File: src/verilog/mwm_pkg.sv
/*
 * Package of the motion window monitor: dictionary indices, preset values,
 * operating-mode codes and millisecond timing.
 * Assumes a 20 MHz device clock.
 */
package mwm_pkg;
    // Dictionary indices
    localparam logic [15:0] MWM_IDX_POS_WINDOW = 16'h6067;
    localparam logic [15:0] MWM_IDX_POS_DWELL = 16'h6068;
    localparam logic [15:0] MWM_IDX_VEL_DEMAND = 16'h606B;
    localparam logic [15:0] MWM_IDX_VEL_ACTUAL = 16'h606C;
    localparam logic [15:0] MWM_IDX_VEL_WINDOW = 16'h606D;
    localparam logic [15:0] MWM_IDX_VEL_DWELL = 16'h606E;
    localparam logic [15:0] MWM_IDX_THR_LEVEL = 16'h606F;
    localparam logic [15:0] MWM_IDX_THR_TIME = 16'h6070;

    // Preset values
    localparam logic [31:0] MWM_RST_POS_WINDOW = 32'h0000000A;
    localparam logic [15:0] MWM_RST_POS_DWELL = 16'h0064;
    localparam logic [15:0] MWM_RST_VEL_WINDOW = 16'h001E;
    localparam logic [15:0] MWM_RST_VEL_DWELL = 16'h0000;
    localparam logic [15:0] MWM_RST_THR_LEVEL = 16'h0000;
    localparam logic [15:0] MWM_RST_THR_TIME = 16'h0000;

    // Window value that switches position monitoring off
    localparam logic [31:0] MWM_POS_WINDOW_OFF = 32'h0FFFFFFF;

    // Operating-mode codes presented on i_mode
    localparam logic [7:0] MWM_MODE_PROFILE_POS = 8'h01;
    localparam logic [7:0] MWM_MODE_PROFILE_VEL = 8'h03;
    localparam logic [7:0] MWM_MODE_INTERP_POS = 8'h07;

    // Status word bit positions
    localparam int MWM_SW_TARGET_BIT = 10;
    localparam int MWM_SW_SPEED_BIT = 12;

    // Dwell channels
    localparam int MWM_CH_POS = 0;
    localparam int MWM_CH_VEL = 1;
    localparam int MWM_CH_THR = 2;
    localparam int MWM_NCH = 3;

    // Millisecond tick
    localparam int MWM_CLK_PERIOD_NS = 50;
    localparam int MWM_TICK_NS = 1000000;
    localparam int MWM_TICK_CYCLES = MWM_TICK_NS / MWM_CLK_PERIOD_NS;
endpackage : mwm_pkg

File: src/verilog/mwm_top.sv
/*
 * Motion window monitor: target-reached and speed-nonzero flags with
 * millisecond dwell timing, plus its dictionary objects.
 * Assumes the drive core presents positions, speeds, ramp output and the
 * operating mode synchronously to i_mclk, and that the fieldbus stack
 * issues one-cycle object read/write strobes.
 */
// Notes on behaviour
// - Position modes: target-reached set when position error below position window.
// - Position condition must hold longer than position dwell milliseconds; preset 0x64.
// - Position monitoring applies in profile position and interpolated position modes.
// - Position window written with the off pattern disables position monitoring.
// - Profile velocity: target-reached set when speed error below velocity window, preset 0x1E.
// - Velocity condition must hold longer than velocity dwell milliseconds; preset zero.
// - Speed above threshold for threshold time drives speed-nonzero bit to 0.
// - Otherwise the speed-nonzero bit stays at 1.
// - Ramp output reported as velocity demand and used as velocity setpoint.
module mwm_top
    import mwm_pkg::*;
#(
    parameter int unsigned TICK_CYCLES = MWM_TICK_CYCLES
) (
    input wire logic i_mclk,
    input wire logic i_resetn,
    input wire logic [7:0] i_mode,
    input wire logic signed [31:0] i_pos_actual,
    input wire logic signed [31:0] i_pos_target,
    input wire logic signed [31:0] i_vel_actual,
    input wire logic signed [31:0] i_ramp_out,
    input wire logic [15:0] i_obj_index,
    input wire logic i_obj_rd,
    input wire logic i_obj_wr,
    input wire logic [31:0] i_obj_wdata,
    output logic [31:0] o_obj_rdata,
    output logic o_obj_ack,
    output logic o_obj_err,
    output logic o_target_reached,
    output logic o_speed_nonzero_n,
    output logic signed [31:0] o_vel_setpoint
);

    logic [31:0] pos_window_q;
    logic [15:0] pos_dwell_q;
    logic [15:0] vel_window_q;
    logic [15:0] vel_dwell_q;
    logic [15:0] thr_level_q;
    logic [15:0] thr_time_q;
    logic signed [31:0] vel_demand_q;
    logic [31:0] tick_cnt_q;
    logic tick_q;
    logic signed [32:0] pos_diff;
    logic signed [32:0] vel_diff;
    logic [32:0] pos_err;
    logic [32:0] vel_err;
    logic [32:0] vel_mag;
    logic pos_mode;
    logic vel_mode;
    logic [MWM_NCH-1:0] cond;
    logic [MWM_NCH-1:0] met;
    logic [15:0] lim [MWM_NCH];
    logic tick_wrap;
    logic idx_known;
    logic idx_writable;
    logic wr_take;
    logic wr_pos_window;
    logic wr_pos_dwell;
    logic wr_vel_window;
    logic wr_vel_dwell;
    logic wr_thr_level;
    logic wr_thr_time;
    logic [31:0] rd_data;

    // Millisecond tick
    assign tick_wrap = (tick_cnt_q >= TICK_CYCLES - 1);

    always_ff @(posedge i_mclk or negedge i_resetn) begin
        if (!i_resetn) begin
            tick_cnt_q <= 32'h00000000;
        end else if (tick_wrap) begin
            tick_cnt_q <= 32'h00000000;
        end else begin
            tick_cnt_q <= tick_cnt_q + 32'h00000001;
        end
    end

    // Registered so every dwell counter sees the same one-cycle pulse
    always_ff @(posedge i_mclk or negedge i_resetn) begin
        if (!i_resetn) begin
            tick_q <= 1'b0;
        end else begin
            tick_q <= tick_wrap;
        end
    end

    // Absolute errors on a 33-bit signed difference so no input pair overflows
    always_comb begin
        pos_diff = 33'(i_pos_actual) - 33'(i_pos_target);
        vel_diff = 33'(i_vel_actual) - 33'(i_ramp_out);
        pos_err = pos_diff[32] ? 33'(-pos_diff) : 33'(pos_diff);
        vel_err = vel_diff[32] ? 33'(-vel_diff) : 33'(vel_diff);
        vel_mag = i_vel_actual[31] ? 33'(-33'(i_vel_actual)) : 33'(33'(i_vel_actual));
    end

    // Mode decode; any other code keeps both target windows idle
    assign pos_mode = (i_mode == MWM_MODE_PROFILE_POS) || (i_mode == MWM_MODE_INTERP_POS);
    assign vel_mode = (i_mode == MWM_MODE_PROFILE_VEL);

    assign cond[MWM_CH_POS] = pos_mode && (pos_window_q != MWM_POS_WINDOW_OFF)
        && (pos_err < {1'b0, pos_window_q});
    assign cond[MWM_CH_VEL] = vel_mode && (vel_err < {17'h00000, vel_window_q});
    // Threshold sense is taken in every mode, unlike the target windows
    assign cond[MWM_CH_THR] = vel_mag > {17'h00000, thr_level_q};

    // Per-channel dwell limits feed the counters below
    assign lim[MWM_CH_POS] = pos_dwell_q;
    assign lim[MWM_CH_VEL] = vel_dwell_q;
    assign lim[MWM_CH_THR] = thr_time_q;

    // One dwell counter per channel, counting whole milliseconds of the condition
    for (genvar ch = 0; ch < MWM_NCH; ch++) begin : g_dwell
        logic [16:0] cnt_q;
        // Saturates so a long dwell never wraps back below the limit
        always_ff @(posedge i_mclk or negedge i_resetn) begin
            if (!i_resetn) begin
                cnt_q <= 17'h00000;
            end else if (!cond[ch]) begin
                cnt_q <= 17'h00000;
            end else if (tick_q && !cnt_q[16]) begin
                cnt_q <= cnt_q + 17'h00001;
            end
        end
        // Target channels need strictly longer than the time; threshold needs the time itself
        if (ch == MWM_CH_THR) begin : g_ge
            assign met[ch] = cond[ch] && (cnt_q >= {1'b0, lim[ch]});
        end else begin : g_gt
            assign met[ch] = cond[ch] && (cnt_q > {1'b0, lim[ch]});
        end
    end

    // Status word bits; the modes are exclusive, so one target bit serves both windows
    always_ff @(posedge i_mclk or negedge i_resetn) begin
        if (!i_resetn) begin
            o_target_reached <= 1'b0;
        end else begin
            o_target_reached <= met[MWM_CH_POS] || met[MWM_CH_VEL];
        end
    end

    always_ff @(posedge i_mclk or negedge i_resetn) begin
        if (!i_resetn) begin
            o_speed_nonzero_n <= 1'b1;
        end else begin
            o_speed_nonzero_n <= !met[MWM_CH_THR];
        end
    end

    // Ramp output as demand value and velocity setpoint
    always_ff @(posedge i_mclk or negedge i_resetn) begin
        if (!i_resetn) begin
            vel_demand_q <= 32'sh00000000;
        end else begin
            vel_demand_q <= i_ramp_out;
        end
    end

    always_ff @(posedge i_mclk or negedge i_resetn) begin
        if (!i_resetn) begin
            o_vel_setpoint <= 32'sh00000000;
        end else begin
            o_vel_setpoint <= i_ramp_out;
        end
    end

    // Index decode for the error answer of reads and writes; the write strobes compare the index themselves
    always_comb begin
        idx_known = 1'b0;
        idx_writable = 1'b0;
        case (i_obj_index)
            MWM_IDX_POS_WINDOW,
            MWM_IDX_POS_DWELL,
            MWM_IDX_VEL_WINDOW,
            MWM_IDX_VEL_DWELL,
            MWM_IDX_THR_LEVEL,
            MWM_IDX_THR_TIME: begin
                idx_known = 1'b1;
                idx_writable = 1'b1;
            end
            MWM_IDX_VEL_DEMAND,
            MWM_IDX_VEL_ACTUAL: begin
                idx_known = 1'b1;
                idx_writable = 1'b0;
            end
            default: begin
                idx_known = 1'b0;
                idx_writable = 1'b0;
            end
        endcase
    end

    // A read strobe wins over a simultaneous write, so the object is left alone
    assign wr_take = i_obj_wr && !i_obj_rd;
    assign wr_pos_window = wr_take && (i_obj_index == MWM_IDX_POS_WINDOW);
    assign wr_pos_dwell = wr_take && (i_obj_index == MWM_IDX_POS_DWELL);
    assign wr_vel_window = wr_take && (i_obj_index == MWM_IDX_VEL_WINDOW);
    assign wr_vel_dwell = wr_take && (i_obj_index == MWM_IDX_VEL_DWELL);
    assign wr_thr_level = wr_take && (i_obj_index == MWM_IDX_THR_LEVEL);
    assign wr_thr_time = wr_take && (i_obj_index == MWM_IDX_THR_TIME);

    // Writable objects; read-only and unknown indices never reach these
    always_ff @(posedge i_mclk or negedge i_resetn) begin
        if (!i_resetn) begin
            pos_window_q <= MWM_RST_POS_WINDOW;
        end else if (wr_pos_window) begin
            pos_window_q <= i_obj_wdata;
        end
    end

    always_ff @(posedge i_mclk or negedge i_resetn) begin
        if (!i_resetn) begin
            pos_dwell_q <= MWM_RST_POS_DWELL;
        end else if (wr_pos_dwell) begin
            pos_dwell_q <= i_obj_wdata[15:0];
        end
    end

    always_ff @(posedge i_mclk or negedge i_resetn) begin
        if (!i_resetn) begin
            vel_window_q <= MWM_RST_VEL_WINDOW;
        end else if (wr_vel_window) begin
            vel_window_q <= i_obj_wdata[15:0];
        end
    end

    always_ff @(posedge i_mclk or negedge i_resetn) begin
        if (!i_resetn) begin
            vel_dwell_q <= MWM_RST_VEL_DWELL;
        end else if (wr_vel_dwell) begin
            vel_dwell_q <= i_obj_wdata[15:0];
        end
    end

    always_ff @(posedge i_mclk or negedge i_resetn) begin
        if (!i_resetn) begin
            thr_level_q <= MWM_RST_THR_LEVEL;
        end else if (wr_thr_level) begin
            thr_level_q <= i_obj_wdata[15:0];
        end
    end

    always_ff @(posedge i_mclk or negedge i_resetn) begin
        if (!i_resetn) begin
            thr_time_q <= MWM_RST_THR_TIME;
        end else if (wr_thr_time) begin
            thr_time_q <= i_obj_wdata[15:0];
        end
    end

    // Read multiplexer; 16-bit objects read back zero-extended
    // Actual speed is read live, not captured, so a read shows this cycle's value
    always_comb begin
        rd_data = 32'h00000000;
        case (i_obj_index)
            MWM_IDX_POS_WINDOW: rd_data = pos_window_q;
            MWM_IDX_POS_DWELL: rd_data = {16'h0000, pos_dwell_q};
            MWM_IDX_VEL_DEMAND: rd_data = vel_demand_q;
            MWM_IDX_VEL_ACTUAL: rd_data = i_vel_actual;
            MWM_IDX_VEL_WINDOW: rd_data = {16'h0000, vel_window_q};
            MWM_IDX_VEL_DWELL: rd_data = {16'h0000, vel_dwell_q};
            MWM_IDX_THR_LEVEL: rd_data = {16'h0000, thr_level_q};
            MWM_IDX_THR_TIME: rd_data = {16'h0000, thr_time_q};
            default: rd_data = 32'h00000000;
        endcase
    end

    // Access answer, one cycle after the strobe
    always_ff @(posedge i_mclk or negedge i_resetn) begin
        if (!i_resetn) begin
            o_obj_ack <= 1'b0;
        end else begin
            o_obj_ack <= i_obj_rd || i_obj_wr;
        end
    end

    always_ff @(posedge i_mclk or negedge i_resetn) begin
        if (!i_resetn) begin
            o_obj_err <= 1'b0;
        end else begin
            o_obj_err <= (i_obj_rd && !idx_known) || (wr_take && !idx_writable);
        end
    end

    // Data holds until the next access; writes and refused reads return zero
    always_ff @(posedge i_mclk or negedge i_resetn) begin
        if (!i_resetn) begin
            o_obj_rdata <= 32'h00000000;
        end else if (i_obj_rd) begin
            o_obj_rdata <= rd_data;
        end else if (i_obj_wr) begin
            o_obj_rdata <= 32'h00000000;
        end
    end

endmodule // mwm_top

File: config.mk
export PLATFORM = sky130hd
export DESIGN_NAME = mwm_top
export DESIGN_NICKNAME = d
export VERILOG_FILES = /design/src/verilog/mwm_pkg.sv /design/src/verilog/mwm_top.sv
export SDC_FILE = /design/constraint.sdc
export NUM_CORES = 1
export LEC_CHECK = 0
export BUFFER_PORTS_ARGS = -buffer_cell sky130_fd_sc_hd__buf_2
export CORE_AREA = 2 2 189 228
export DETAILED_ROUTE_END_ITERATION = 12
export DIE_AREA = 0 0 191 230
export PLACE_DENSITY = 0.7
export REMOVE_ABC_BUFFERS = 1
export SYNTH_ARGS = -nofsm -noshare
export SYNTH_HDL_FRONTEND = slang
export SYNTH_SLANG_ARGS = --single-unit
File: constraint.sdc
create_clock -name i_mclk -period 3.9 [get_ports i_mclk]
set_input_delay 0.39 -clock i_mclk [delete_from_list [all_inputs] [get_ports i_mclk]]
set_output_delay 0.39 -clock i_mclk [all_outputs]
set_load 0.02 [all_outputs]
Word-level counts from Yosys, hierarchy flattened
Cells that the tools add are included.

storage, ports and cells
  ROM bits = 0
  output and inout port bits = 68
  flip-flop bits (word level) = 264
  bits of input ports = 188
  bits in writable memories = 0
  memories = 0
  bits in latches = 0

cells by class
  shift operators = 0
  equality and inequality tests = 15
  multiply operators = 0
  $add $sub $neg = 9
  mux-type cells = 15
  divide/modulo/power cells = 0
  bitwise operators = 0
  reductions and logical operators = 32
  order comparisons = 7

operators by type and width
  cell                                                                  number
  one-hot mux 32 bit (8 select lines)                                   1
  equality test 16 x 15 -> 1 bit (second input constant)                8
  two-way mux 17 bit                                                    6
  two-way mux 33 bit                                                    3
  two-way mux 32 bit                                                    3
  negation 33 bit                                                       2
  subtractor 32 x 32 -> 33 bit                                          2
  adder 17 x 1 -> 17 bit (second input constant)                        3
  > comparator 17 x 16 -> 1 bit                                         2
  > comparator 33 x 16 -> 1 bit                                         1
  less-than comparator 33 x 16 -> 1 bit                                 1
  less-than comparator 33 x 32 -> 1 bit                                 1
  negation 32 -> 33 bit                                                 1
  adder 32 x 1 -> 32 bit (second input constant)                        1
  greater-or-equal comparator 32 x 15 -> 1 bit (second input constant)  1
  inequality test 32 x 28 -> 1 bit (second input constant)              1
  logical AND 1 bit                                                     18
  greater-or-equal comparator 17 x 16 -> 1 bit                          1
  equality test 8 x 1 -> 1 bit (second input constant)                  1
  equality test 8 x 2 -> 1 bit (second input constant)                  1
  equality test 8 x 3 -> 1 bit (second input constant)                  1
  OR reduction 8 bit                                                    1
  logical NOT 1 bit                                                     7
  inequality test 2 x 1 -> 1 bit (second input constant)                3
  4 further kinds                                                       8

Logic depth before layout (Yosys ltp)
Gate-level depths: netlist of run 1.

  depth in word-level cells = 7
  mapped depth = 29

Worst setup path before layout of run 1
Ideal clock, no wire load.

  path kind = input to register
  start = input port i_vel_actual[0]
  end = register g_dwell[1].cnt_q[9]
  library setup time = 69 ps
  path slack = -2151 ps
  stages = 28
  arrival = 5983 ps
  required time = 3831 ps
  buffers on the path = 4
  cell sequence = inv_1 > ha_1 > inv_1 > fa_1 > a211oi_4 > o21ai_1 > nand4_1 > nand3_1 > a41oi_1 > clkbuf_1 > buf_1 > nand2_1 > o21ai_0 > ha_1 > a21boi_0 > o21a_1 > o21a_1 > o21a_1 > o21a_1 > o211ai_1 > a21oi_1 > a2111oi_4 > o2111ai_1 > or4_1 > or4b_1 > buf_4 > buf_12 > nor2_4

between the ends
  longest elaborated chain between the ends = 6
  elaborated cells on any way between the ends = 7

ends and longest elaborated chain
  what                                                                                   RTL line        RTL
  from (decl)                                                                            mwm_top.sv:28   input wire logic signed [31:0] i_vel_actual,
  subtractor 32 x 32 -> 33 bit (*)                                                       mwm_top.sv:98   vel_diff = 33'(i_vel_actual) - 33'(i_ramp_out);
  negation 33 bit                                                                        mwm_top.sv:100  vel_err = vel_diff[32] ? 33'(-vel_diff) : 33'(vel_diff);
  two-way mux 33 bit (*)                                                                 mwm_top.sv:100
  less-than comparator 33 x 16 -> 1 bit (*)                                              mwm_top.sv:110  assign cond[MWM_CH_VEL] = vel_mode && (vel_err < {17'h00000, vel_window_q});
  logical AND 1 bit (*)                                                                  mwm_top.sv:110
  inequality test 2 x 1 -> 1 bit (no source line) or two-way mux 17 bit (tied branches)  --
  to (signal assigned)                                                                   mwm_top.sv:129  cnt_q <= cnt_q + 17'h00001;
  to (decl)                                                                              mwm_top.sv:121  logic [16:0] cnt_q;

Mark *: on every way between the ends. The rest lies on a longest branch, timed or not.
A chain may end at the register's enable or synchronous reset.

Worst setup path in the final report of run 1
  start = input port i_vel_actual[0]
  end = register g_dwell[1].cnt_q[7]

The elaborated chain is that of the path after synthesis.

==> results.ini, run 1 <==
[placed_design]
portBuffers = 255
place_congestion = 0.995
pre_cts_slack_ps = -2050
place_hpwl_mm = 55.2
dpl_cell_area_um2 = 25300

[clock_network]
cts_sinks = 264
cts_buffer_depth = 3
ctsHtreeMaxLevel = 1
cts.clk_slew.worst_paths_ps = 60
cts_tree = built
cts_buffers = 30
cts_root_buf = clkbuf_16
clock_latency_ps = 580

[synthesis]
asyncSetResetFlopFracSynth_pct = 100
synth_cell_type_count = 99
synth_ff_type = dfrtp_1
synth_edf_count = 0
synth_seq_cells = 264
ys_warn_count = 0
syn_avg_cell_area_um2 = 8.53
synth_area_um2 = 20200
syn_inst = 2367
seq_area_frac_synth_pct = 32.8

[power]
vdd_ir_drop_max_mv = 0.340
powerDensity_nw_per_um2 = 310
power_w = 0.00844
p_leak_nw = 13.2

[grt]
met1_usage_pct = 36.9
grt_pass1_wl_mm = 109
antenna_found_initial = 1
grtUsageMet3_pct = 5.89
grt_use_met2_pct = 53.3
track_usage_pct = 31.4
grt_max_degree = 110
grt_overflow = 0
first_global_vias = 21161
grt_busiest_layer = met2

[worst_setup_path]
end_kind = flip-flop
cp_max_fo = 8
critPathMostFrequentCell = o21a_1
critPathMaxStageDelay_ps = 600
start_kind = input pin
cp.arrival_ps = 5470
cp.required_ps = 4420
cp_slowest_cell = or4b_4
critPathKind = input pin to flip-flop

[timing]
hold-worst-slack_ps = 12.9
tightest_slew_ps = 1020
drv_slew = 0
final.setup_skew_ps = 24.1
timing.final.crit_share_pct = 127
fmax_mhz = 202
fin_ws_ps = -1050
fin_crit_ps = 4950
rsz0062_at_grt = yes
max_slew_margin_pct = 31.9
setup_viol = 35
finalHoldViolCount = 0

[cells_and_area]
area_growth_pct = 34.9
fillCellCount = 3493
final_area_um2 = 27200
multiInputGateArea_um2 = 13000
nets = 3434
regArea_um2 = 6620
fin_util_pct = 65.6
drive_gt1_share_pct = 30.8
n_antenna_cell = 0

[run_status]
outcome = finished, violations left
violations = negative setup slack

[drt]
vias_per_cell = 5.76
vias = 20914
wl_mm = 70.1
drt_iter0_drc = 1666
route.detailed.drc = 0
wl_per_cell_um = 19.3
final_antenna_net_count = 0
drtPass1Iterations = 8

[floorplanning]
initial_core_util_pct = 48.6
die_w_um = 191
die-area_um2 = 43900
die_h_um = 230
io_pins = 256
coreArea_um2 = 41600
num_rows = 82

[flow_run]
drv_cap = 0

[worst_hold_path]
hp-class = input pin to flip-flop

-- cells in the final DEF (no fill, tap or decap), types with 18 or more instances in the layout --
cell / netlist / routed
nand3_1: 55 / 54
mux2_2: 39 / 39
buf_2: 11 / 251
xnor2_1: 93 / 93
nor2b_1: 30 / 28
ha_1: 181 / 179
o31ai_1: 20 / 18
o21a_1: 34 / 34
a21oi_1: 118 / 111
dfrtp_1: 254 / 254
nor3_1: 39 / 33
o211ai_1: 20 / 20
dlygate4sd3_1: 0 / 22
mux2i_1: 26 / 26
nand4_1: 54 / 54
o21ai_0: 194 / 189
o22ai_1: 22 / 21
nor4_1: 24 / 22
a22oi_1: 19 / 19
nor2_4: 10 / 33
a21o_1: 45 / 45
xor2_1: 74 / 74
nor2_1: 181 / 155
clkbuf_16: 0 / 30
inv_1: 204 / 201
buf_4: 1 / 453
and3_1: 19 / 19
nand2b_1: 19 / 19
nand2_1: 253 / 251
-- logic make-up (layout without fill, tap and decap cells) --
family / count (synthesis) / after routing / synth area share, %
AND/OR/NAND/NOR: 756 / 756 / 18.5
AO/OA/AOI/OAI: 628 / 628 / 20.7
buffers and inverters: 301 / 1005 / 5.80
flip-flops: 264 / 264 / 32.8
adder cells (fa/ha/maj): 184 / 184 / 11.5
XOR/XNOR: 167 / 167 / 7.24
multiplexers: 66 / 66 / 3.54
other: 1 / 17 / 0.0186
-- path summary, 6_finish.rpt --
kind / from / endpoint / slack (ps) / cells past startpoint
min in group asynchronous: i_resetn / o_obj_err$_DFF_PN0_ / 470 / 2
setup reg to reg: vel_window_q[1]$_DFFE_PN1P_ / g_dwell[1].cnt_q[7]$_DFFE_PN0P_ / 80 / 15
max in group asynchronous: i_resetn / pos_dwell_q[6]$_DFFE_PN1P_ / 2470 / 3
setup / recovery: i_vel_actual[0] / g_dwell[1].cnt_q[7]$_DFFE_PN0P_ / -1050 / 27
hold / removal: i_obj_wdata[30] / pos_window_q[30]$_DFFE_PN0P_ / 10 / 3
hold reg to reg: o_obj_rdata[15]$_DFFE_PN0P_ / o_obj_rdata[15]$_DFFE_PN0P_ / 480 / 2
-- synthesized netlist by cell type (22+ instances only) --
cell type / count / area (um2)
inv_1: 204 / 766
a21oi_1: 118 / 591
ha_1: 181 / 2260
mux2i_1: 26 / 260
nand3_1: 55 / 275
dfrtp_1: 254 / 6360
xor2_1: 74 / 648
a21o_1: 45 / 338
nand4_1: 54 / 338
mux2_2: 39 / 439
nor2_1: 181 / 679
o22ai_1: 22 / 138
nor4_1: 24 / 150
o21a_1: 34 / 255
nor2b_1: 30 / 188
o21ai_0: 194 / 971
nand2_1: 253 / 950
xnor2_1: 93 / 815
nor3_1: 39 / 195
clkbuf_1: 73 / 274
-- repair_timing --
action                                  in CTS  in global routing
hold buffers                                22                  0
pin swaps                                   61                 31
endpoints found under the setup margin      35                 53
gates resized for setup                     95                 35
buffers inserted                             9                 11
endpoints found under the hold margin      118                  0
gates cloned                                 4                  0
-- state kept, by name (all words and copies together) (netlist names) --
register and flops:
thr_level_q 16, o_obj_err 1, o_speed_nonzero_n 1, tick_q 1, g_dwell.cnt_q 51, pos_window_q 32, vel_window_q 16, thr_time_q 16
o_target_reached 1, o_vel_setpoint 32, pos_dwell_q 16, tick_cnt_q 32, o_obj_ack 1, o_obj_rdata 32, vel_dwell_q 16
-- power breakdown --
group,internal (W),total (W),switching [W]
combinational,0.00132,0.00268,0.00136
clock,0.00174,0.00297,0.00122
sequential,0.00277,0.00279,0.0000262
-- per-layer routing --
layer	vias to the layer above	routed length [um]
li1	9825	-
met1	9980	26900
met2	877	33200
met3	230	5620
met4	2	4430
met5	-	11
-- layout make-up --
| cell class | count | area share, % |
|---|---|---|
| repair buffers | 745 | 19.0 |
| well taps | 546 | 2.51 |
| clock inverters | 19 | 0.859 |
| multi-input cells | 1818 | 47.5 |
| flip-flops and latches | 264 | 24.3 |
| clock buffers | 37 | 2.96 |
| inverters | 204 | 2.83 |
-- worst max-delay path, delay by kind of cell --
| kind | cells | cell delay [ps] |
|---|---|---|
| AO/OA/AOI/OAI | 13 | 2240 |
| adder cells (fa/ha/maj) | 3 | 720 |
| buffers and inverters | 5 | 540 |
| AND/OR/NAND/NOR | 6 | 1550 |
-- per-stage QoR --
step                setup TNS (ps)  std cells
finish                      -34460       3633
CTS                         -37560       3626
floorplan                   -87770       2286
global route                -42270       3633
detailed placement          -77430       3536
global placement            -71570       3536
No activity file was read; power rests on OpenSTA's default activity.
==> run 2: changes to the inputs <==
ABC_AREA = 1   (was default)
CORE_AREA = 2 2 195 236   (was 2 2 189 228)
DIE_AREA = 0 0 197 238   (was 0 0 191 230)
==> run 2 against run 1 <==
The flow still finishes with violations (negative setup slack). Power is 7.8% higher. Synthesized cell count is 36% higher. Sequential share of layout area is 2.0 points lower. Critical path type unchanged. Largest cell class unchanged. Clock power shrank 9.4%. Non-clock buffer count up 21. Clock-buffer cell count rose by 6. Final area up 9.1%. Die area increased by 6.7%. Combinational power is 33% higher. Synthesized area increased by 7.1%. Fmax up 12%. Final cell count increased by 25%.
==> results.ini, run 2 <==
[run_status]
outcome = finished, violations left
violations = negative setup slack

[floorplanning]
die-area_um2 = 46900
num_rows = 85
die_w_um = 197
die_h_um = 238
coreArea_um2 = 44500
initial_core_util_pct = 48.7
io_pins = 256

[drt]
final_antenna_net_count = 0
drt_iter0_drc = 1674
vias_per_cell = 5.29
vias = 24114
drtPass1Iterations = 6
route.detailed.drc = 0
wl_per_cell_um = 17.0
wl_mm = 77.3

[synthesis]
synth_area_um2 = 21600
synth_top_area_cell = dfrtp_1
yosysMostFrequentCell = nand2_1
syn_avg_cell_area_um2 = 6.73
yosys-top-cells-count = nand2_1 (783), inv_1 (600), nor2_1 (313)
synthTopCellsByArea = dfrtp_1 (29%), nand2_1 (14%), ha_1 (10%)
ys_warn_count = 0
synth_seq_cells = 264
synth_cell_type_count = 55
synth_edf_count = 0
syn_inst = 3215
yosysTopAreaCellShare_pct = 29.4
synth_ff_type = dfrtp_1
seq_area_frac_synth_pct = 30.6
asyncSetResetFlopFracSynth_pct = 100

[clock_network]
cts_tree = built
ctsHtreeMaxLevel = 1
cts_root_buf = clkbuf_16
cts_buffer_depth = 3
clock_latency_ps = 590
cts.clk_slew.worst_paths_ps = 60
cts_buffers = 29
cts_sinks = 264

[worst_setup_path]
start_kind = input pin
critPathMaxStageDelay_ps = 370
cp.required_ps = 4400
critPathKind = input pin to flip-flop
cp_slowest_cell = fa_2
end_kind = flip-flop
cp.arrival_ps = 4910
critPathMostFrequentCell = nand2_2
cp_max_fo = 8

[grt]
first_global_vias = 23011
grtUsageMet3_pct = 5.12
grt_busiest_layer = met2
grt_max_degree = 122
met1_usage_pct = 39.6
track_usage_pct = 31.6
antenna_found_initial = 5
grt_overflow = 0
grt_use_met2_pct = 53.1
grt_pass1_wl_mm = 118

[cells_and_area]
mostFrequentLayoutCell = nand2_1
final_area_um2 = 29700
drive_gt1_share_pct = 26.5
top_register = g_dwell.cnt_q
mostFrequentLayoutCells = nand2_1 (738), inv_1 (583), buf_4 (465)
nets = 4340
finalNonFillerCells = 4557
area_growth_pct = 37.4
largest_register_ffs = 51
fin_util_pct = 66.9
fillCellCount = 3790

[timing]
rsz0062_at_grt = yes
fin_ws_ps = -510
tightest_slew_ps = 1020
max_slew_margin_pct = 31.4
hold-worst-slack_ps = 20.6
timing.final.crit_share_pct = 113
finalHoldViolCount = 0
setup_viol = 26
fin_crit_ps = 4410
final.setup_skew_ps = 17.5
fmax_mhz = 227
drv_slew = 0

[placed_design]
dpl_cell_area_um2 = 26600
placed_cells = 4408
portBuffers = 255
place_hpwl_mm = 58.7
place_congestion = 0.996

[power]
vdd_ir_drop_max_mv = 0.357
powerDensity_nw_per_um2 = 306
p_leak_nw = 15.6

[worst_hold_path]
hp-class = input pin to flip-flop

[flow_run]
drv_cap = 0

[run 2: cell types whose count changed in the layout (fill, tap and decap cells not counted), sizes merged, moves of 26 or more]
cell   before  now
xnor2      93   15
a21oi     123  152
mux2       40    0
mux2i      26    0
xor2       74  107
o22ai      22   78
a21o       45   13
nand2     253  790
inv       205  608
o21a       34    4
nor2b      30    1
nand3      55  180
nor2      191  318
[run 2: cells by family after synthesis]
family	Yosys count	share of synthesized area, %
flip-flops	264	30.6
AO/OA/AOI/OAI	483	12.4
other	1	0.0173
AND/OR/NAND/NOR	1496	29.7
adder cells (fa/ha/maj)	183	10.7
XOR/XNOR	122	4.94
buffers and inverters	666	11.7
[run 2: power by group]
part,leakage [nW],total (W),internal [W],switching (W)
sequential,3.44,0.00285,0.00279,0.0000562
combinational,11.7,0.00356,0.00159,0.00197
clock,0.434,0.00269,0.00147,0.00121
total,15.6,0.00910,0.00586,0.00324
[run 2: final cells by class]
cell class              count  area [um2]  share of cell area [%]
flip-flops and latches    264        6620                    22.3
well taps                 565         707                    2.38
repair inverters            1        11.3                  0.0379
multi-input cells        2301       13800                    46.6
clock inverters             9        71.3                   0.240
diodes                      2        5.00                  0.0168
repair buffers            766        5340                    18.0
inverters                 606        2300                    7.73
clock buffers              43         828                    2.79
[run 2: metal layers]
metal,part of all wire [%],vias to the layer above
met1,40,11145
li1,-,11843
met4,5.9,6
met5,0.050,-
met2,46,901
met3,7.6,219
[run 2: final timing paths]
path	startpoint	cells past startpoint	endpoint	slack, ps
max	i_pos_target[0]	36	g_dwell[0].cnt_q[11]$_DFFE_PN0P_	-510
min	i_ramp_out[18]	2	o_vel_setpoint[18]$_DFF_PN0_	20
max reg2reg	tick_q$_DFF_PN0_	13	g_dwell[0].cnt_q[15]$_DFFE_PN0P_	690
min reg2reg	tick_cnt_q[0]$_DFF_PN0_	1	tick_cnt_q[0]$_DFF_PN0_	470
max in group asynchronous	i_resetn	3	tick_cnt_q[30]$_DFF_PN0_	2480
min in group asynchronous	i_resetn	2	pos_dwell_q[3]$_DFFE_PN0P_	480
[run 2: repair_timing]
action / CTS / global route
resized for setup: 102 / 222
hold buffers: 26 / 0
pin swaps: 65 / 103
hold endpoints to repair: 138 / 0
buffers inserted: 49 / 24
endpoints found under the setup margin: 35 / 35
cloned: 3 / 0
[run 2: metrics by stage]
| stage | setup TNS, ps | worst slack, ps | total power [W] |
|---|---|---|---|
| 2_1_floorplan | -36850 | -1240 | 0.00452 |
| 3_3_place_gp | -34220 | -1140 | 0.00581 |
| 3_5_place_dp | -38410 | -1260 | 0.00585 |
| 4_1_cts | -6160 | -371 | 0.00870 |
| 5_1_grt | -18060 | -719 | 0.00961 |
| 6_report | -8340 | -510 | 0.00910 |
[run 2: worst max-delay path: cells and delay by family]
kind	cells	cell delay, ps
adders and majority gates	3	770
and+or+nand+nor	21	2230
xor gates and xnor gates	2	220
AOI/OAI and AO/OA	2	410
buffers and inverters	8	880
